**src/shared/apm_pkg.sv**
```systemverilog
`default_nettype none
package apm_pkg;
    // Register indices; byte address is four times the index
    localparam logic [10:0] REG_MON_CTRL   = 11'h270;
    localparam logic [10:0] REG_MON_PERIOD = 11'h271;
    localparam logic [10:0] REG_MON_HOLD   = 11'h274;
    localparam logic [10:0] REG_MON_STAT   = 11'h275;
    localparam logic [10:0] REG_SER_EN_A   = 11'h279;
    localparam logic [10:0] REG_SER_EN_B   = 11'h27A;
    localparam logic [10:0] REG_CB_FN_HI   = 11'h559;
    localparam logic [10:0] REG_CB_FN_LO   = 11'h55A;
    localparam logic [10:0] REG_CB_COUNT   = 11'h58F;
    // Field positions
    localparam int MON_EN_BIT   = 1;
    localparam int SER_EN_B_BIT = 1;
    // Reset values
    localparam logic [7:0]  RST_MON_CTRL   = 8'h00;
    localparam logic [23:0] RST_MON_PERIOD = 24'h000000;
    localparam logic [7:0]  RST_SER_EN     = 8'h00;
    localparam logic [7:0]  RST_CB_FN      = 8'h00;
    localparam logic [7:0]  RST_CB_COUNT   = 8'h00;
    // Control bit function code that carries the monitor stream
    localparam logic [3:0]  CB_FN_MON      = 4'h6;
    // Frame layout
    localparam int FRAME_W     = 25;
    localparam int SUBFRAME_W  = 5;
    localparam int NUM_SUBFR   = 5;
    localparam logic [4:0] FRAME_LAST = 5'h18;
    // Bus answers
    localparam logic [1:0]  RESP_OKAY   = 2'h0;
    localparam logic [1:0]  RESP_SLVERR = 2'h2;
endpackage : apm_pkg
`default_nettype wire

```
**src/apm_frame_ser.sv**
```systemverilog
`default_nettype none
module apm_frame_ser
    import apm_pkg::*;
#(
    parameter int PEAK_W = 13
) (
    input  wire logic              core_clk_i,
    input  wire logic              rst_i,
    input  wire logic              load_i,
    input  wire logic [PEAK_W-1:0] peak_i,
    output var  logic              bit_o,
    output var  logic              busy_o
);
    localparam int PAY_W = NUM_SUBFR * (SUBFRAME_W - 1);

    typedef struct packed {
        logic [FRAME_W-1:0] shreg;
        logic [4:0]         left;
        logic               busy;
        logic               bit_out;
    } apm_ser_type;

    apm_ser_type st;
    apm_ser_type next_st;
    logic [PAY_W-1:0]   payload;
    logic [FRAME_W-1:0] frame;

    assign payload = PAY_W'(peak_i);

    // Start bit leads each subframe, four payload bits follow
    always_comb begin
        frame = '0;
        for (int s = 0; s < NUM_SUBFR; s++) begin
            frame[s*SUBFRAME_W + SUBFRAME_W - 1] = 1'b1;
            frame[s*SUBFRAME_W +: SUBFRAME_W-1] = payload[s*(SUBFRAME_W-1) +: SUBFRAME_W-1];
        end
    end

    always_comb begin
        next_st = st;
        if (!st.busy) begin
            next_st.bit_out = 1'b0; // Idle carries zeros
            if (load_i) begin
                next_st.bit_out = frame[FRAME_W-1]; // MSB first
                next_st.shreg   = frame << 1;
                next_st.left    = FRAME_LAST;
                next_st.busy    = 1'b1;
            end
        end else if (st.left != 5'h00) begin
            next_st.bit_out = st.shreg[FRAME_W-1];
            next_st.shreg   = st.shreg << 1;
            next_st.left    = st.left - 5'h01;
        end else begin
            next_st.bit_out = 1'b0;
            next_st.busy    = 1'b0;
        end
    end

    always_ff @(posedge core_clk_i or posedge rst_i) begin
        if (rst_i) begin
            st <= '0;
        end else begin
            st <= next_st;
        end
    end

    assign bit_o  = st.bit_out;
    assign busy_o = st.busy;
endmodule : apm_frame_ser
`default_nettype wire

```
**src/apm_signal_monitor.sv**
```systemverilog
// The placing of the registers and the AXI4-Lite slave port were decided locally.
`default_nettype none
// Summary of operation
// - Track largest sample magnitude per period, sign ignored.
// - Peak result is 13 bits; period is 24 bits of output samples.
// - Peak detection runs only while monitor control bit 1 is set.
// - On enable, period loads into countdown timer; decrements each sample.
// - Each sample, keep larger of input magnitude and hidden stored peak.
// - Stored peak is seeded with current sample magnitude, not zero.
// - At timer count one, copy stored peak to readable holding register.
// - After transfer, reload timer, reseed peak with next sample, continue.
// - Serial output needs serial enable bits 1:0 and second bit 1.
// - Up to three control bits per sample; monitor uses one.
// - Control bits fill from MSB; one bit means MSB position only.
// - Function and count registers route monitor stream into control bits.
// - Peak goes out as 25-bit frame, MSB first, five 5-bit subframes.
// - Every subframe begins with a start bit for receiver checks.
module apm_signal_monitor
    import apm_pkg::*;
#(
    parameter int SAMPLE_W = 14,
    parameter int PEAK_W   = 13,
    parameter int PERIOD_W = 24,
    parameter int ADDR_W   = 13
) (
    input  wire logic                core_clk_i,
    input  wire logic                rst_i,
    input  wire logic [SAMPLE_W-1:0] sample_i,
    output var  logic [2:0]          ctrl_bits_o,
    input  wire logic [ADDR_W-1:0]   axi_awaddr_i,
    input  wire logic                axi_awvalid_i,
    output var  logic                axi_awready_o,
    input  wire logic [31:0]         axi_wdata_i,
    input  wire logic [3:0]          axi_wstrb_i,
    input  wire logic                axi_wvalid_i,
    output var  logic                axi_wready_o,
    output var  logic [1:0]          axi_bresp_o,
    output var  logic                axi_bvalid_o,
    input  wire logic                axi_bready_i,
    input  wire logic [ADDR_W-1:0]   axi_araddr_i,
    input  wire logic                axi_arvalid_i,
    output var  logic                axi_arready_o,
    output var  logic [31:0]         axi_rdata_o,
    output var  logic [1:0]          axi_rresp_o,
    output var  logic                axi_rvalid_o,
    input  wire logic                axi_rready_i
);
    typedef struct packed {
        logic [7:0]          mon_ctrl;
        logic [PERIOD_W-1:0] period;
        logic [7:0]          ser_en_a;
        logic [7:0]          ser_en_b;
        logic [7:0]          cb_fn_hi;
        logic [7:0]          cb_fn_lo;
        logic [7:0]          cb_count;
        logic [PEAK_W-1:0]   hold;
        logic [PEAK_W-1:0]   peak;
        logic [PERIOD_W-1:0] timer;
        logic                running;
        logic                first;
        logic                awready;
        logic                aw_full;
        logic [ADDR_W-3:0]   awidx;
        logic                wready;
        logic                w_full;
        logic [31:0]         wdata;
        logic [3:0]          wstrb;
        logic                bvalid;
        logic [1:0]          bresp;
        logic                arready;
        logic                rvalid;
        logic [31:0]         rdata;
        logic [1:0]          rresp;
        logic [2:0]          cbits;
    } apm_state_type;

    apm_state_type st;
    apm_state_type next_st;

    logic [SAMPLE_W-1:0] neg_sample;
    logic [PEAK_W-1:0]   mag;
    logic [PEAK_W-1:0]   cur;
    logic                run_end;
    logic                ser_en;
    logic                ser_bit;
    logic                ser_load;
    logic [ADDR_W-3:0]   aridx;
    localparam int IDX_W = ADDR_W - 2;

    // Magnitude only; full-scale negative saturates to the top code
    assign neg_sample = sample_i[SAMPLE_W-1] ? SAMPLE_W'(-$signed(sample_i)) : sample_i;
    assign mag = neg_sample[SAMPLE_W-1] ? {PEAK_W{1'b1}} : neg_sample[PEAK_W-1:0];

    // Seed on first sample, otherwise keep the larger
    assign cur = (st.first || mag > st.peak) ? mag : st.peak;

    // Period zero behaves as one so the countdown never wraps
    assign run_end = st.running && (st.timer <= PERIOD_W'(1));

    assign ser_en = (st.ser_en_a[1:0] == 2'h3) && st.ser_en_b[SER_EN_B_BIT];
    // No frame for a period cut short by a disable, so link and holding register agree
    assign ser_load = run_end && ser_en && st.mon_ctrl[MON_EN_BIT];
    assign aridx = axi_araddr_i[ADDR_W-1:2];

    apm_frame_ser #(
        .PEAK_W (PEAK_W)
    ) u_frame_ser (
        .core_clk_i (core_clk_i),
        .rst_i      (rst_i),
        .load_i     (ser_load),
        .peak_i     (cur),
        .bit_o      (ser_bit),
        .busy_o     ()
    );

    function automatic logic [31:0] merge(input logic [31:0] old, input logic [31:0] d,
                                          input logic [3:0] s);
        logic [31:0] r;
        r = old;
        for (int b = 0; b < 4; b++) begin
            if (s[b]) begin
                r[b*8 +: 8] = d[b*8 +: 8];
            end
        end
        return r;
    endfunction : merge

    function automatic logic mapped(input logic [ADDR_W-3:0] idx);
        logic r;
        r = 1'b0;
        case (idx)
            IDX_W'(REG_MON_CTRL), IDX_W'(REG_MON_PERIOD), IDX_W'(REG_MON_HOLD),
            IDX_W'(REG_MON_STAT), IDX_W'(REG_SER_EN_A), IDX_W'(REG_SER_EN_B),
            IDX_W'(REG_CB_FN_HI), IDX_W'(REG_CB_FN_LO), IDX_W'(REG_CB_COUNT): begin
                r = 1'b1;
            end
            default: begin
                r = 1'b0;
            end
        endcase
        return r;
    endfunction : mapped

    always_comb begin
        next_st = st;

        // Write address and data taken in either order
        if (axi_awvalid_i && st.awready) begin
            next_st.aw_full = 1'b1;
            next_st.awidx   = axi_awaddr_i[ADDR_W-1:2];
        end
        if (axi_wvalid_i && st.wready) begin
            next_st.w_full = 1'b1;
            next_st.wdata  = axi_wdata_i;
            next_st.wstrb  = axi_wstrb_i;
        end
        if (st.bvalid && axi_bready_i) begin
            next_st.bvalid = 1'b0;
        end
        if (st.aw_full && st.w_full && !st.bvalid) begin
            next_st.aw_full = 1'b0;
            next_st.w_full  = 1'b0;
            next_st.bvalid  = 1'b1;
            next_st.bresp   = mapped(st.awidx) ? RESP_OKAY : RESP_SLVERR;
            case (st.awidx)
                IDX_W'(REG_MON_CTRL): begin
                    next_st.mon_ctrl = 8'(merge({24'h0, st.mon_ctrl}, st.wdata, st.wstrb));
                end
                IDX_W'(REG_MON_PERIOD): begin
                    next_st.period = PERIOD_W'(merge(32'(st.period), st.wdata, st.wstrb));
                end
                IDX_W'(REG_SER_EN_A): begin
                    next_st.ser_en_a = 8'(merge({24'h0, st.ser_en_a}, st.wdata, st.wstrb));
                end
                IDX_W'(REG_SER_EN_B): begin
                    next_st.ser_en_b = 8'(merge({24'h0, st.ser_en_b}, st.wdata, st.wstrb));
                end
                IDX_W'(REG_CB_FN_HI): begin
                    next_st.cb_fn_hi = 8'(merge({24'h0, st.cb_fn_hi}, st.wdata, st.wstrb));
                end
                IDX_W'(REG_CB_FN_LO): begin
                    next_st.cb_fn_lo = 8'(merge({24'h0, st.cb_fn_lo}, st.wdata, st.wstrb));
                end
                IDX_W'(REG_CB_COUNT): begin
                    next_st.cb_count = 8'(merge({24'h0, st.cb_count}, st.wdata, st.wstrb));
                end
                default: begin
                end
            endcase
        end
        // Ready returns only after the held item is consumed
        next_st.awready = !next_st.aw_full;
        next_st.wready  = !next_st.w_full;

        // Read channel: one outstanding read
        if (st.rvalid && axi_rready_i) begin
            next_st.rvalid  = 1'b0;
            next_st.arready = 1'b1;
        end
        if (axi_arvalid_i && st.arready) begin
            next_st.arready = 1'b0;
            next_st.rvalid  = 1'b1;
            next_st.rresp   = mapped(aridx) ? RESP_OKAY : RESP_SLVERR;
            case (aridx)
                IDX_W'(REG_MON_CTRL):   next_st.rdata = {24'h0, st.mon_ctrl};
                IDX_W'(REG_MON_PERIOD): next_st.rdata = 32'(st.period);
                IDX_W'(REG_MON_HOLD):   next_st.rdata = 32'(st.hold);
                IDX_W'(REG_MON_STAT):   next_st.rdata = {31'h0, st.running};
                IDX_W'(REG_SER_EN_A):   next_st.rdata = {24'h0, st.ser_en_a};
                IDX_W'(REG_SER_EN_B):   next_st.rdata = {24'h0, st.ser_en_b};
                IDX_W'(REG_CB_FN_HI):   next_st.rdata = {24'h0, st.cb_fn_hi};
                IDX_W'(REG_CB_FN_LO):   next_st.rdata = {24'h0, st.cb_fn_lo};
                IDX_W'(REG_CB_COUNT):   next_st.rdata = {24'h0, st.cb_count};
                default:                   next_st.rdata = 32'h0000_0000;
            endcase
        end

        // Peak detector
        if (!st.mon_ctrl[MON_EN_BIT]) begin
            next_st.running = 1'b0;
        end else if (!st.running) begin
            next_st.running = 1'b1;
            next_st.timer   = st.period;
            next_st.first   = 1'b1;
        end else if (run_end) begin
            next_st.hold  = cur;
            next_st.timer = st.period;
            next_st.first = 1'b1;
        end else begin
            next_st.peak  = cur;
            next_st.timer = st.timer - PERIOD_W'(1);
            next_st.first = 1'b0;
        end

        // Control bits filled from MSB; monitor uses one position
        next_st.cbits[2] = ser_en && ser_bit && (st.cb_count[1:0] >= 2'h1)
                           && (st.cb_fn_hi[3:0] == CB_FN_MON);
        next_st.cbits[1] = ser_en && ser_bit && (st.cb_count[1:0] >= 2'h2)
                           && (st.cb_fn_hi[7:4] == CB_FN_MON);
        next_st.cbits[0] = ser_en && ser_bit && (st.cb_count[1:0] == 2'h3)
                           && (st.cb_fn_lo[3:0] == CB_FN_MON);
    end

    always_ff @(posedge core_clk_i or posedge rst_i) begin
        if (rst_i) begin
            st          <= '0;
            st.mon_ctrl <= RST_MON_CTRL;
            st.period   <= RST_MON_PERIOD;
            st.ser_en_a <= RST_SER_EN;
            st.ser_en_b <= RST_SER_EN;
            st.cb_fn_hi <= RST_CB_FN;
            st.cb_fn_lo <= RST_CB_FN;
            st.cb_count <= RST_CB_COUNT;
            st.awready  <= 1'b1;
            st.wready   <= 1'b1;
            st.arready  <= 1'b1;
        end else begin
            st <= next_st;
        end
    end

    assign ctrl_bits_o   = st.cbits;
    assign axi_awready_o = st.awready;
    assign axi_wready_o  = st.wready;
    assign axi_bresp_o   = st.bresp;
    assign axi_bvalid_o  = st.bvalid;
    assign axi_arready_o = st.arready;
    assign axi_rdata_o   = st.rdata;
    assign axi_rresp_o   = st.rresp;
    assign axi_rvalid_o  = st.rvalid;

    logic enabled;
    assign enabled = st.mon_ctrl[MON_EN_BIT];
endmodule : apm_signal_monitor
`default_nettype wire

```
**config.mk**
```make
export PLATFORM = sky130hd
export DESIGN_NAME = apm_signal_monitor
export DESIGN_NICKNAME = d
export VERILOG_FILES = /design/src/shared/apm_pkg.sv /design/src/apm_frame_ser.sv /design/src/apm_signal_monitor.sv
export SDC_FILE = /design/constraint.sdc
export NUM_CORES = 1
export LEC_CHECK = 0
export ABC_CLOCK_PERIOD_IN_PS = 9440
export BUFFER_PORTS_ARGS = -buffer_cell sky130_fd_sc_hd__clkbuf_2
export CORE_AREA = 2 2 149 151
export DETAILED_ROUTE_END_ITERATION = 8
export DIE_AREA = 0 0 151 153
export PLACE_DENSITY = 0.84
export SYNTH_ARGS = -nofsm -noshare
export SYNTH_HDL_FRONTEND = slang
export SYNTH_SLANG_ARGS = --single-unit
```
**constraint.sdc**
```tcl
create_clock -name core_clk_i -period 9.44 [get_ports core_clk_i]
set_input_delay 1.888 -clock core_clk_i [delete_from_list [all_inputs] [get_ports core_clk_i]]
set_output_delay 1.888 -clock core_clk_i [all_outputs]
set_load 0.01 [all_outputs]
```
=== Word-level counts from Yosys, hierarchy flattened ===
Cells that the tools add are included.
W data, S select, Z words.

* Register bits: 249
* Input bits: 83
* Output and inout port bits: 44
* Word-level logic and storage cells: 132

* Add/subtract/negate cells: 3
* $lt $le $gt $ge: 4
* Equality and inequality tests: 24
* Muxes and demuxes: 28
* Bitwise gates (word level): 1
* Reductions and logical operators: 40

{| class="wikitable"
|+ Operators with widths
! kind !! count
|-
| $pmux W24 S9 || 1
|-
| $eq A11 B10 Y1 const B || 12
|-
| $eq A11 B11 Y1 const B || 6
|-
| $mux W32 || 2
|-
| $mux W24 || 2
|-
| $mux W37 || 1
|-
| $mux W36 || 1
|-
| $reduce_and A3 Y1 || 11
|-
| $mux W30 || 1
|-
| $mux W13 || 2
|-
| $le A24 B1 Y1 const B || 1
|-
| $sub A24 B1 Y24 const B || 1
|-
| $logic_and A1 B1 Y1 || 18
|-
| $reduce_or A9 Y1 || 2
|-
| $mux W14 || 1
|-
| $neg A14 Y14 || 1
|-
| $gt A13 B13 Y1 || 1
|-
| $eq A4 B3 Y1 const B || 3
|-
| $mux W1 || 12
|-
| $mux W12 || 1
|-
| $mux W2 || 3
|-
| $reduce_bool A2 Y1 || 3
|-
| $reduce_bool A5 Y1 || 1
|-
| $sub A5 B1 Y5 const B || 1
|-
| 9 further kinds || 12
|}

=== Longest topological paths before layout ===
Gate-level depths: netlist (run 1).

* Depth in word-level cells: 8
* Mapped depth: 15
* Gate-level depth less buffers: 13

=== Hierarchy ===
Synthesis (run 1) repeated with hierarchy kept, for this count alone.

* Cell total of the unflattened synthesis: 1040
* Area, all modules: 11385.9 sq um

{| class="wikitable"
|+ Modules (own cells, without submodules)
! module !! instances !! cells each !! area an instance (sq um)
|-
| apm_signal_monitor || 1 || 913 || 9997.1
|-
| apm_frame_ser || 1 || 127 || 1388.8
|}

=== Least setup slack after synthesis (run 1) ===
Ideal clock, no wire load.

* Kind: input to register
* Start: input port sample_i[0]
* End: register st[133] (netlist bit)
* Arrival: 5.373 ns
* Data required time: 9.306 ns
* Slack: 3.933 ns
* Cell stages on the path: 15
* Buffers on the path: 2
* Cells stage by stage: inv_1 ha_1 or3b_2 clkbuf_1 o41ai_1 nand2_1 mux2_2 ha_1 nand2_1 nor4_1 o31ai_1 a22oi_1 clkbuf_1 mux2i_1 o21ai_0

* Cells in the longest elaborated chain, start to end: 6

{| class="wikitable"
|+ RTL lines
! item !! RTL line !! text
|-
| start: declaration || apm_signal_monitor.sv:28 || <nowiki>input wire logic [SAMPLE_W-1:0] sample_i,</nowiki>
|-
| $neg A14 Y14 || apm_signal_monitor.sv:91 || <nowiki>assign neg_sample = sample_i[SAMPLE_W-1] ? SAMPLE_W'(-$signed(sample_i)) : sample_i;</nowiki>
|-
| $mux W14 * || apm_signal_monitor.sv:91 ||
|-
| $mux W13 * || apm_signal_monitor.sv:92 || <nowiki>assign mag = neg_sample[SAMPLE_W-1] ? {PEAK_W{1'b1}} : neg_sample[PEAK_W-1:0];</nowiki>
|-
| $gt A13 B13 Y1 || apm_signal_monitor.sv:95 || <nowiki>assign cur = (st.first || mag > st.peak) ? mag : st.peak;</nowiki>
|-
| $logic_or A1 B1 Y1 || apm_signal_monitor.sv:95 ||
|-
| $mux W13 * || apm_signal_monitor.sv:95 ||
|-
| end signal: assignment || apm_signal_monitor.sv:258 || <nowiki>st <= next_st;</nowiki>
|-
| end: declaration || apm_signal_monitor.sv:77 || <nowiki>apm_state_type st;</nowiki>
|}

Mark *: on every way between the ends. The rest lies on a longest branch, timed or not.
A chain may end at the register's enable or synchronous reset.

=== Worst setup path in the final report (run 1) ===
* Start: input port sample_i[0]
* End: register st[122] (netlist bit)

Same word-level chain as after synthesis.

==> impl_results.html, run 1 <==
<table>
<tr><th>Metric</th><th>Value</th></tr>
<tr><th colspan="2">Synthesis</th></tr>
<tr><td>Number of warnings printed during yosys synthesis</td><td>0</td></tr>
<tr><td>Top cell type by total area after synthesis</td><td>sky130_fd_sc_hd__dfrtp_1</td></tr>
<tr><td>Number of standard cells after synthesis</td><td>1061</td></tr>
<tr><td>Most common flop cell mapped by yosys</td><td>sky130_fd_sc_hd__dfrtp_1</td></tr>
<tr><td>Synth Area in XOR/XNOR</td><td>0.467%</td></tr>
<tr><td>Count of distinct cell types in the synthesized netlist</td><td>70</td></tr>
<tr><td>Async set-or-reset flop fraction in the synthesized netlist</td><td>between 90% and 100%</td></tr>
<tr><td>Simple-gate share of the synthesized area</td><td>about 14%</td></tr>
<tr><td>Count of flip-flops with a built-in enable after synthesis</td><td>0</td></tr>
<tr><td>#FFs+latches synth</td><td>229</td></tr>
<tr><td>Share of cell area taken by muxes after synthesis</td><td>14.6%</td></tr>
<tr><td>Biggest area contributors in the synthesized netlist</td><td>sky130_fd_sc_hd__dfrtp_1 (50%), sky130_fd_sc_hd__mux2_2 (13%), sky130_fd_sc_hd__nand2_1 (4.4%), sky130_fd_sc_hd__o21ai_0 (3.5%), sky130_fd_sc_hd__buf_4 (2.6%)</td></tr>
<tr><td>Syn Area/Cell</td><td>10.6 um^2</td></tr>
<tr><td>Proportion of netlist area held by the largest area contributor</td><td>50.2%</td></tr>
<tr><td>Sequential fraction of the synthesis area</td><td>a little over 50%</td></tr>
<tr><td>Cell area after synthesis</td><td>11300 um^2</td></tr>
<tr><td>Adder-cell area share of the yosys netlist</td><td>1.89%</td></tr>
<tr><td>Area fraction in compound gates after synthesis</td><td>12.8%</td></tr>
<tr><td>Main combinational cell family by area after synthesis</td><td>multiplexers</td></tr>
<tr><th colspan="2">STA</th></tr>
<tr><td>Aggregate negative setup slack</td><td>0 ps</td></tr>
<tr><td>Post-layout minimum cycle time</td><td>between 5000 and 6000 ps</td></tr>
<tr><td>Worst clock skew on the final layout</td><td>18.2 ps</td></tr>
<tr><td>Worst slew margin relative to its limit</td><td>between 15 and 20%</td></tr>
<tr><td>Worst setup margin</td><td>roughly 4000 ps</td></tr>
<tr><td>Final number of hold-violating endpoints</td><td>0</td></tr>
<tr><td>Number of pins with negative max-slew slack in the final report</td><td>0</td></tr>
<tr><td>Endpoints failing setup</td><td>0</td></tr>
<tr><td>Worst Max-Slew Pin Slew</td><td>1240 ps</td></tr>
<tr><td>Final period utilization</td><td>57.7%</td></tr>
<tr><td>Setup repair after global routing missed its margin</td><td>no</td></tr>
<tr><td>Achievable frequency</td><td>0.183 GHz</td></tr>
<tr><th colspan="2">Routing</th></tr>
<tr><td>Met2 wire length</td><td>12.5 mm</td></tr>
<tr><td>Via density per instance</td><td>5.93</td></tr>
<tr><td>Number of vias in the routed layout</td><td>between 8000 and 9000</td></tr>
<tr><td>Number of detailed-route iterations in the first pass</td><td>5</td></tr>
<tr><td>Highest metal layer with signal wires</td><td>met4</td></tr>
<tr><td>Remaining design rule violation count</td><td>0</td></tr>
<tr><td>Count of antenna-violating nets left after detailed routing</td><td>0</td></tr>
<tr><td>Met3 routed wirelength</td><td>1.49 mm</td></tr>
<tr><td>Average wire per cell in the routed design</td><td>18.2 um</td></tr>
<tr><td>Routed metal-1 wire length</td><td>10.9 mm</td></tr>
<tr><td>Wire length after detailed routing</td><td>25.6 mm</td></tr>
<tr><td>Violation count after the first detailed-route iteration</td><td>849</td></tr>
<tr><th colspan="2">Floorplan</th></tr>
<tr><td>Floorplan die area</td><td>23100 um^2</td></tr>
<tr><td>Number of standard-cell rows in the floorplan</td><td>54</td></tr>
<tr><td>Starting density of the core</td><td>52.4%</td></tr>
<tr><td>Number of ports placed on the die boundary</td><td>127</td></tr>
<tr><td>Core Area</td><td>21500 um^2</td></tr>
<tr><td>Die extent in x</td><td>151 um</td></tr>
<tr><td>Die H</td><td>153 um</td></tr>
<tr><th colspan="2">GRT</th></tr>
<tr><td>Initial antenna violation count</td><td>0</td></tr>
<tr><td>GRT Resource Usage Total</td><td>a little under a quarter</td></tr>
<tr><td>First-pass GRT wire length</td><td>42.1 mm</td></tr>
<tr><td>Maximum number of pins on one net before global-route repair</td><td>142</td></tr>
<tr><td>GRT overflow</td><td>0</td></tr>
<tr><td>Vias in the first global route</td><td>~8000</td></tr>
<tr><th colspan="2">Critical path</th></tr>
<tr><td>WP data required</td><td>9830 ps</td></tr>
<tr><td>Critical path type</td><td>in -&gt; reg</td></tr>
<tr><td>Register-to-Register Setup Slack</td><td>5810 ps</td></tr>
<tr><td>Peak fanout along the critical path</td><td>14</td></tr>
<tr><td>Critical path capture point type</td><td>flop</td></tr>
<tr><td>Startpoint class of the critical path</td><td>input pin</td></tr>
<tr><td>Arrival time reported for the critical path endpoint</td><td>a little under 6000 ps</td></tr>
<tr><th colspan="2">Finish</th></tr>
<tr><td>Layout cells sized above 1</td><td>26.8%</td></tr>
<tr><td>Total number of nets in the final design</td><td>1214</td></tr>
<tr><td>Filler-free cell count of the finished design</td><td>around 1400</td></tr>
<tr><td>Number of inserted diodes</td><td>0</td></tr>
<tr><td>Area of the multi-input gates</td><td>4960 um^2</td></tr>
<tr><td>Core Util, Final</td><td>57.9%</td></tr>
<tr><td>Signed area change from the synthesized netlist to the final layout</td><td>10.6%</td></tr>
<tr><td>Finished Cell Area</td><td>12500 um^2</td></tr>
<tr><td>Storage element area</td><td>5730 um^2</td></tr>
<tr><td>Layout fillers</td><td>1749</td></tr>
<tr><th colspan="2">Placement</th></tr>
<tr><td>Count of buffers inserted at the top-level ports</td><td>103</td></tr>
<tr><td>Detailed placement HPWL</td><td>between 15 and 20 mm</td></tr>
<tr><td>Total placed instance area</td><td>11700 um^2</td></tr>
<tr><td>Final RePlAce weighted congestion</td><td>0.908</td></tr>
<tr><td>Cells after DPL</td><td>1369</td></tr>
<tr><td>Placement-stage worst setup slack</td><td>3520 ps</td></tr>
<tr><th colspan="2">Worst hold path</th></tr>
<tr><td>Hold Crit Class</td><td>reg -&gt; reg</td></tr>
<tr><th colspan="2">CTS</th></tr>
<tr><td>Clock tree from TritonCTS</td><td>yes</td></tr>
<tr><td>Clock latency on the worst-skew pair</td><td>520 ps</td></tr>
<tr><td>Post-CTS setup-driven buffer insertion count</td><td>0</td></tr>
<tr><td>Hold buffer count at cts</td><td>0</td></tr>
<tr><td>Max clock buf depth</td><td>3</td></tr>
<tr><td>Clock transition at the registers of the reported paths</td><td>60 ps</td></tr>
<tr><td>Cell at the root of the clock tree</td><td>sky130_fd_sc_hd__clkbuf_16</td></tr>
<tr><td>Cts bufs inserted</td><td>23</td></tr>
<tr><td>Count of cells resized by post-cts repair</td><td>0</td></tr>
<tr><td>H-tree level count</td><td>1</td></tr>
<tr><td>Sink count of the clock tree</td><td>between 200 and 250</td></tr>
<tr><th colspan="2">Outcome</th></tr>
<tr><td>Result of the run</td><td>finished clean</td></tr>
<tr><th colspan="2">Job</th></tr>
<tr><td># Max-Cap Violations</td><td>0</td></tr>
<tr><th colspan="2">Pwr</th></tr>
<tr><td>Leakage power</td><td>around 6 nW</td></tr>
<tr><td>Worst voltage drop across the vdd grid</td><td>115 uV</td></tr>
<tr><td>Power density over the cells</td><td>about 210 nW/um^2</td></tr>
</table>
-- layer usage --
metal  up-vias  GRT usage (%)
met5         -              0
met4         0           8.06
met3        70           3.55
met2       288           36.9
met1      4124           30.7
li1       3892              -
-- sequential cells by signal, summed over array words and instances (netlist names) --
register / cells
axi_rresp_o: 1
st: 163
axi_wready_o: 1
enabled: 1
axi_bresp_o: 1
axi_rvalid_o: 1
axi_rdata_o: 24
axi_awready_o: 1
axi_arready_o: 1
u_frame_ser.busy_o: 1
u_frame_ser.bit_o: 1
axi_bvalid_o: 1
u_frame_ser.st: 29
ctrl_bits_o: 3
-- worst max-delay path: stages --
cell and delay [ps]:
sky130_fd_sc_hd__clkbuf_2 100, sky130_fd_sc_hd__inv_1 80, sky130_fd_sc_hd__ha_1 160, sky130_fd_sc_hd__or3b_2 520, sky130_fd_sc_hd__o41ai_1 360, sky130_fd_sc_hd__nand2_1 90
sky130_fd_sc_hd__mux2_2 300, sky130_fd_sc_hd__ha_1 300, sky130_fd_sc_hd__nand2_1 70, sky130_fd_sc_hd__nor4_1 360, sky130_fd_sc_hd__o31ai_1 130, sky130_fd_sc_hd__a22oi_1 180
sky130_fd_sc_hd__buf_4 290, sky130_fd_sc_hd__nand3_1 520, sky130_fd_sc_hd__mux2_2 470
-- logic make-up (layout without fill, tap and decap cells) --
logic type / Yosys count / count (layout)
AND/OR/NAND/NOR: 317 / 317
flip-flops: 229 / 229
adder cells (fa/ha/maj): 17 / 17
other: 1 / 10
XOR/XNOR: 6 / 6
AO/OA/AOI/OAI: 222 / 222
multiplexers: 148 / 148
buffers and inverters: 121 / 182
-- stage by stage --
stage	hold WS (ps)	power [mW]
4_1_cts	472	2.69
6_report	466	2.67
3_5_place_dp	457	1.82
3_3_place_gp	446	1.78
5_1_grt	482	2.81
2_1_floorplan	409	1.65
-- cells in the final DEF, fill, tap and decap left out, drive strengths merged, types with 9 or more instances in the layout --
master  Yosys  routed
dfrtp     226     226
clkbuf     46     137
nand2     133     133
mux2      127     127
o21ai      86      86
nor2       47      47
a21oi      44      44
nand3      32      32
inv        27      28
mux2i      21      21
nor3       21      21
a22oi      19      19
ha         17      17
nor4       16      16
conb        1      10
buf        47       9
or4         9       9
-- synth_stat cells, drive strengths merged, types with 3 or more instances --
master   instances
o31ai            7
clkbuf          46
nor2b            5
or2              4
dfstp            3
inv             27
nor4bb           6
mux2           127
o211ai           4
nand4            6
xnor2            3
a31o             4
a22o             6
a32oi            7
nand4b           3
nand3b           3
mux2i           21
dfrtp          226
nor4            16
a211oi           7
nand2b           4
o21ai           86
and3b            3
a21oi           44
ha              17
nor3            21
o221ai           4
o2bb2ai          3
o21a             5
and2             5
or4              9
a22oi           19
xor2             3
or3              8
a31oi            4
a2111oi          3
and3             5
nor2            47
nand2          133
buf             47
nand3           32
-- worst paths after layout --
kind,from,end,depth (start not counted)
max in group asynchronous,rst_i,st[139],3
hold / removal,u_frame_ser.st[27],u_frame_ser.st[28],2
setup / recovery,sample_i[0],st[122],15
setup reg to reg,st[109],u_frame_ser.st[8],6
min in group asynchronous,rst_i,u_frame_ser.st[29],2
hold reg to reg,u_frame_ser.st[27],u_frame_ser.st[28],2
-- area by class of cell --
type,count,area share (%)
clock buffers,34,5.28
clock inverters,8,0.412
inverters,28,0.945
multi-input cells,720,39.8
flip-flops and latches,229,46.1
well taps,280,2.81
repair buffers,112,4.68
-- power by group --
group | switching (mW) | total (mW) | internal [mW]
registers | 0.138 | 1.24 | 1.11
logic | 0.334 | 0.569 | 0.235
clock network | 0.374 | 0.858 | 0.484
total | 0.847 | 2.67 | 1.82
(Power assumes the default switching activity.)
==> run 2, diff against run 1 <==
Settings changed: ABC_CLOCK_PERIOD_IN_PS 9440 to 4350, PLACE_DENSITY 0.84 to 0.87.
Clock period 9.44 ns to 4.35 ns, I/O delays scaled along.
==> run 2 against run 1 <==
  * Global-route usage rose by 1.2 points
  * Register-to-register slack got worse by 5100 ps
  * Clock power rose by 150%
  * Via count rose by 3.3%
  * Non-clock buffer count rose by 17
  * Total power rose by 130%
  * Wire length rose by 6.4%
  * Sequential share of layout area fell by 0.86 points
  * Clock-buffer cell count fell by 3
  * Critical path type unchanged
  * Largest cell class unchanged
==> impl_results.html, run 2 (synthesis gave the netlist of run 1 again) <==
<table>
<tr><th>Metric</th><th>Value</th></tr>
<tr><th colspan="2">Outcome</th></tr>
<tr><td>Result of the run</td><td>finished clean</td></tr>
<tr><th colspan="2">STA</th></tr>
<tr><td>Aggregate negative setup slack</td><td>0 ps</td></tr>
<tr><td>Endpoints failing setup</td><td>0</td></tr>
<tr><td>Number of pins with negative max-slew slack in the final report</td><td>0</td></tr>
<tr><td>Achievable frequency</td><td>0.247 GHz</td></tr>
<tr><td>Post-layout minimum cycle time</td><td>4040 ps</td></tr>
<tr><td>Final number of hold-violating endpoints</td><td>0</td></tr>
<tr><td>Worst setup margin</td><td>306 ps</td></tr>
<tr><td>Worst Max-Slew Pin Slew</td><td>1300 ps</td></tr>
<tr><td>Worst clock skew on the final layout</td><td>8.26 ps</td></tr>
<tr><td>Setup repair after global routing missed its margin</td><td>no</td></tr>
<tr><td>Worst slew margin relative to its limit</td><td>13.1%</td></tr>
<tr><td>Final period utilization</td><td>93.0%</td></tr>
<tr><th colspan="2">Placement</th></tr>
<tr><td>Final RePlAce weighted congestion</td><td>~0.9</td></tr>
<tr><td>Detailed placement HPWL</td><td>18.5 mm</td></tr>
<tr><td>Total placed instance area</td><td>11900 um^2</td></tr>
<tr><td>Count of buffers inserted at the top-level ports</td><td>just over 100</td></tr>
<tr><td>Placement-stage worst setup slack</td><td>-157 ps</td></tr>
<tr><td>Cells after DPL</td><td>1386</td></tr>
<tr><th colspan="2">Pwr</th></tr>
<tr><td>Power density over the cells</td><td>~480 nW/um^2</td></tr>
<tr><td>Switching power</td><td>1.89 mW</td></tr>
<tr><td>Worst voltage drop across the vdd grid</td><td>304 uV</td></tr>
<tr><td>Net switching fraction of the power</td><td>30.9%</td></tr>
<tr><td>Clock network fraction of total power</td><td>34.7%</td></tr>
<tr><td>Fraction of power consumed by combinational cells</td><td>21.1%</td></tr>
<tr><td>Leakage power</td><td>roughly 6.0 nW</td></tr>
<tr><td>Cell-internal power</td><td>4.24 mW</td></tr>
<tr><td>Sequential group share of total power</td><td>44.2%</td></tr>
<tr><th colspan="2">Critical path</th></tr>
<tr><td>Chain of cells forming the critical path</td><td>clkbuf_2, inv_1, ha_1, or3b_2, o41ai_1, nand2_1, mux2_2, ha_1, nand2_1, nor4_1, o31ai_1, a22oi_1, buf_4, mux2i_1, o21ai_0</td></tr>
<tr><td>WP data required</td><td>approximately 4700 ps</td></tr>
<tr><td>Critical path capture point type</td><td>flop</td></tr>
<tr><td>Source of the worst register-to-register timing path</td><td>st[109]</td></tr>
<tr><td>Worst Reg-to-Reg Cells</td><td>6</td></tr>
<tr><td>Slowest cell on the critical path</td><td>sky130_fd_sc_hd__or3b_2</td></tr>
<tr><td>Worst reg2reg endpoint</td><td>u_frame_ser.st[3]</td></tr>
<tr><td>Maximum cell stage delay along the critical path</td><td>470 ps</td></tr>
<tr><td>Arrival time reported for the critical path endpoint</td><td>4390 ps</td></tr>
<tr><td>Register-to-Register Setup Slack</td><td>approximately 760 ps</td></tr>
<tr><td>Critical path type</td><td>in -&gt; reg</td></tr>
<tr><td>Peak fanout along the critical path</td><td>7</td></tr>
<tr><td>Startpoint class of the critical path</td><td>input pin</td></tr>
<tr><th colspan="2">Finish</th></tr>
<tr><td>Finished Cell Area</td><td>12700 um^2</td></tr>
<tr><td>Largest register FFs</td><td>~160</td></tr>
<tr><td>Filler-free cell count of the finished design</td><td>1425</td></tr>
<tr><td>Number of inserted diodes</td><td>0</td></tr>
<tr><td>Commonest cells after routing, fill and taps aside</td><td>sky130_fd_sc_hd__dfrtp_1 (226), sky130_fd_sc_hd__nand2_1 (133), sky130_fd_sc_hd__mux2_2 (127)</td></tr>
<tr><td>Most frequent standard cell in the layout excluding fill and tap cells</td><td>sky130_fd_sc_hd__dfrtp_1</td></tr>
<tr><td>Register ranked first by flip-flop count</td><td>st</td></tr>
<tr><td>Layout fillers</td><td>1664</td></tr>
<tr><td>Total number of nets in the final design</td><td>roughly 1200</td></tr>
<tr><td>Core Util, Final</td><td>approximately three fifths</td></tr>
<tr><td>Signed area change from the synthesized netlist to the final layout</td><td>12.7%</td></tr>
<tr><td>Layout cells sized above 1</td><td>between 20 and 30%</td></tr>
<tr><th colspan="2">Routing</th></tr>
<tr><td>Number of vias in the routed layout</td><td>8651</td></tr>
<tr><td>Wire length after detailed routing</td><td>~27 mm</td></tr>
<tr><td>Count of antenna-violating nets left after detailed routing</td><td>0</td></tr>
<tr><td>Average wire per cell in the routed design</td><td>roughly 19 um</td></tr>
<tr><td>Violation count after the first detailed-route iteration</td><td>~850</td></tr>
<tr><td>Remaining design rule violation count</td><td>0</td></tr>
<tr><td>Via density per instance</td><td>6.07</td></tr>
<tr><td>Number of detailed-route iterations in the first pass</td><td>5</td></tr>
<tr><th colspan="2">Floorplan</th></tr>
<tr><td>Die H</td><td>153 um</td></tr>
<tr><td>Starting density of the core</td><td>approximately 52%</td></tr>
<tr><td>Number of standard-cell rows in the floorplan</td><td>54</td></tr>
<tr><td>Core Area</td><td>21500 um^2</td></tr>
<tr><td>Floorplan die area</td><td>23100 um^2</td></tr>
<tr><td>Die extent in x</td><td>151 um</td></tr>
<tr><td>Number of ports placed on the die boundary</td><td>127</td></tr>
<tr><th colspan="2">CTS</th></tr>
<tr><td>Hold buffer count at cts</td><td>0</td></tr>
<tr><td>Clock transition at the registers of the reported paths</td><td>60 ps</td></tr>
<tr><td>Sink count of the clock tree</td><td>229</td></tr>
<tr><td>Max clock buf depth</td><td>3</td></tr>
<tr><td>Post-CTS setup-driven buffer insertion count</td><td>0</td></tr>
<tr><td>Count of cells resized by post-cts repair</td><td>0</td></tr>
<tr><td>H-tree level count</td><td>1</td></tr>
<tr><td>Cell at the root of the clock tree</td><td>sky130_fd_sc_hd__clkbuf_16</td></tr>
<tr><td>Clock tree from TritonCTS</td><td>yes</td></tr>
<tr><td>Clock latency on the worst-skew pair</td><td>510 ps</td></tr>
<tr><td>Cts bufs inserted</td><td>23</td></tr>
<tr><th colspan="2">GRT</th></tr>
<tr><td>Maximum number of pins on one net before global-route repair</td><td>between 80 and 90</td></tr>
<tr><td>GRT overflow</td><td>0</td></tr>
<tr><td>Initial antenna violation count</td><td>0</td></tr>
<tr><td>Vias in the first global route</td><td>between 8000 and 9000</td></tr>
<tr><td>GRT Resource Usage Total</td><td>23.8%</td></tr>
<tr><td>First-pass GRT wire length</td><td>43.9 mm</td></tr>
<tr><th colspan="2">Worst hold path</th></tr>
<tr><td>Hold Crit Class</td><td>reg -&gt; reg</td></tr>
<tr><td>Endpoint, Worst Hold</td><td>u_frame_ser.st[29]</td></tr>
<tr><td>Start point of the worst min-delay path</td><td>u_frame_ser.st[28]</td></tr>
<tr><td>WHS Path Cells</td><td>2</td></tr>
<tr><th colspan="2">Job</th></tr>
<tr><td># Max-Cap Violations</td><td>0</td></tr>
</table>
[run 2: changes by cell type in the layout (fill, tap and decap cells not counted), moves of 2 or more]
cell,before,now
sky130_fd_sc_hd__clkinv_2,4,2
sky130_fd_sc_hd__buf_4,9,24
sky130_fd_sc_hd__bufinv_16,0,5
sky130_fd_sc_hd__clkbuf_1,7,5
sky130_fd_sc_hd__buf_12,0,2
[run 2: worst max-delay path: cells and delay by family]
family | cells | cell delay (ps)
AOI/OAI and AO/OA | 4 | 1010
adders and majority gates | 2 | 460
buffers and inverters | 3 | 410
muxes | 2 | 630
and+or+nand+nor | 4 | 1010
[run 2: how the worst max path moves through the flow]
stage | startpoint | end | slack (ps) | cells past startpoint
final | sample_i[0] | st[137] | 310 | 15
after global routing | sample_i[0] | st[137] | 90 | 15
after CTS | sample_i[0] | st[137] | 340 | 15
after detailed placement | sample_i[0] | st[137] | -160 | 15
after global placement | sample_i[0] | u_frame_ser.st[23] | 30 | 15
after floorplan | sample_i[0] | st[133] | 30 | 15
[run 2: stage by stage]
stage | power [mW] | hold slack (ps)
final | 6.13 | 466
after global routing | 6.39 | 487
after CTS | 6.13 | 466
after detailed placement | 3.97 | 456
after global placement | 3.89 | 445
after floorplan | 3.58 | 409
[run 2: cell type report]
type                            instances  area (um^2)  share of cell area, %
Clock buffer                           31          636                   5.01
Clock inverter                          8          168                   1.32
Inverter                               28          114                  0.897
Multi-Input combinational cell        720         4950                   39.0
Sequential cell                       229         5730                   45.2
Tap cell                              280          350                   2.76
Timing Repair Buffer                  129          736                   5.80
[run 2: power groups by stage]
stage | logic [mW] | registers (mW) | clock network [mW]
after floorplan | 0.958 | 2.62 | 0
after global placement | 1.18 | 2.71 | 0
after detailed placement | 1.23 | 2.74 | 0
after CTS | 1.28 | 2.70 | 2.14
after global routing | 1.41 | 2.74 | 2.24
final | 1.30 | 2.71 | 2.12
[run 2: layer usage]
metal	part of all wire (%)	wire (um)	track usage, %	up-vias
li1	-	-	-	3924
met2	49	13400	40.2	339
met3	6.1	1670	4.06	85
met5	0	0	0	-
met1	41	11100	29.8	4303
met4	4.2	1150	10.8	0
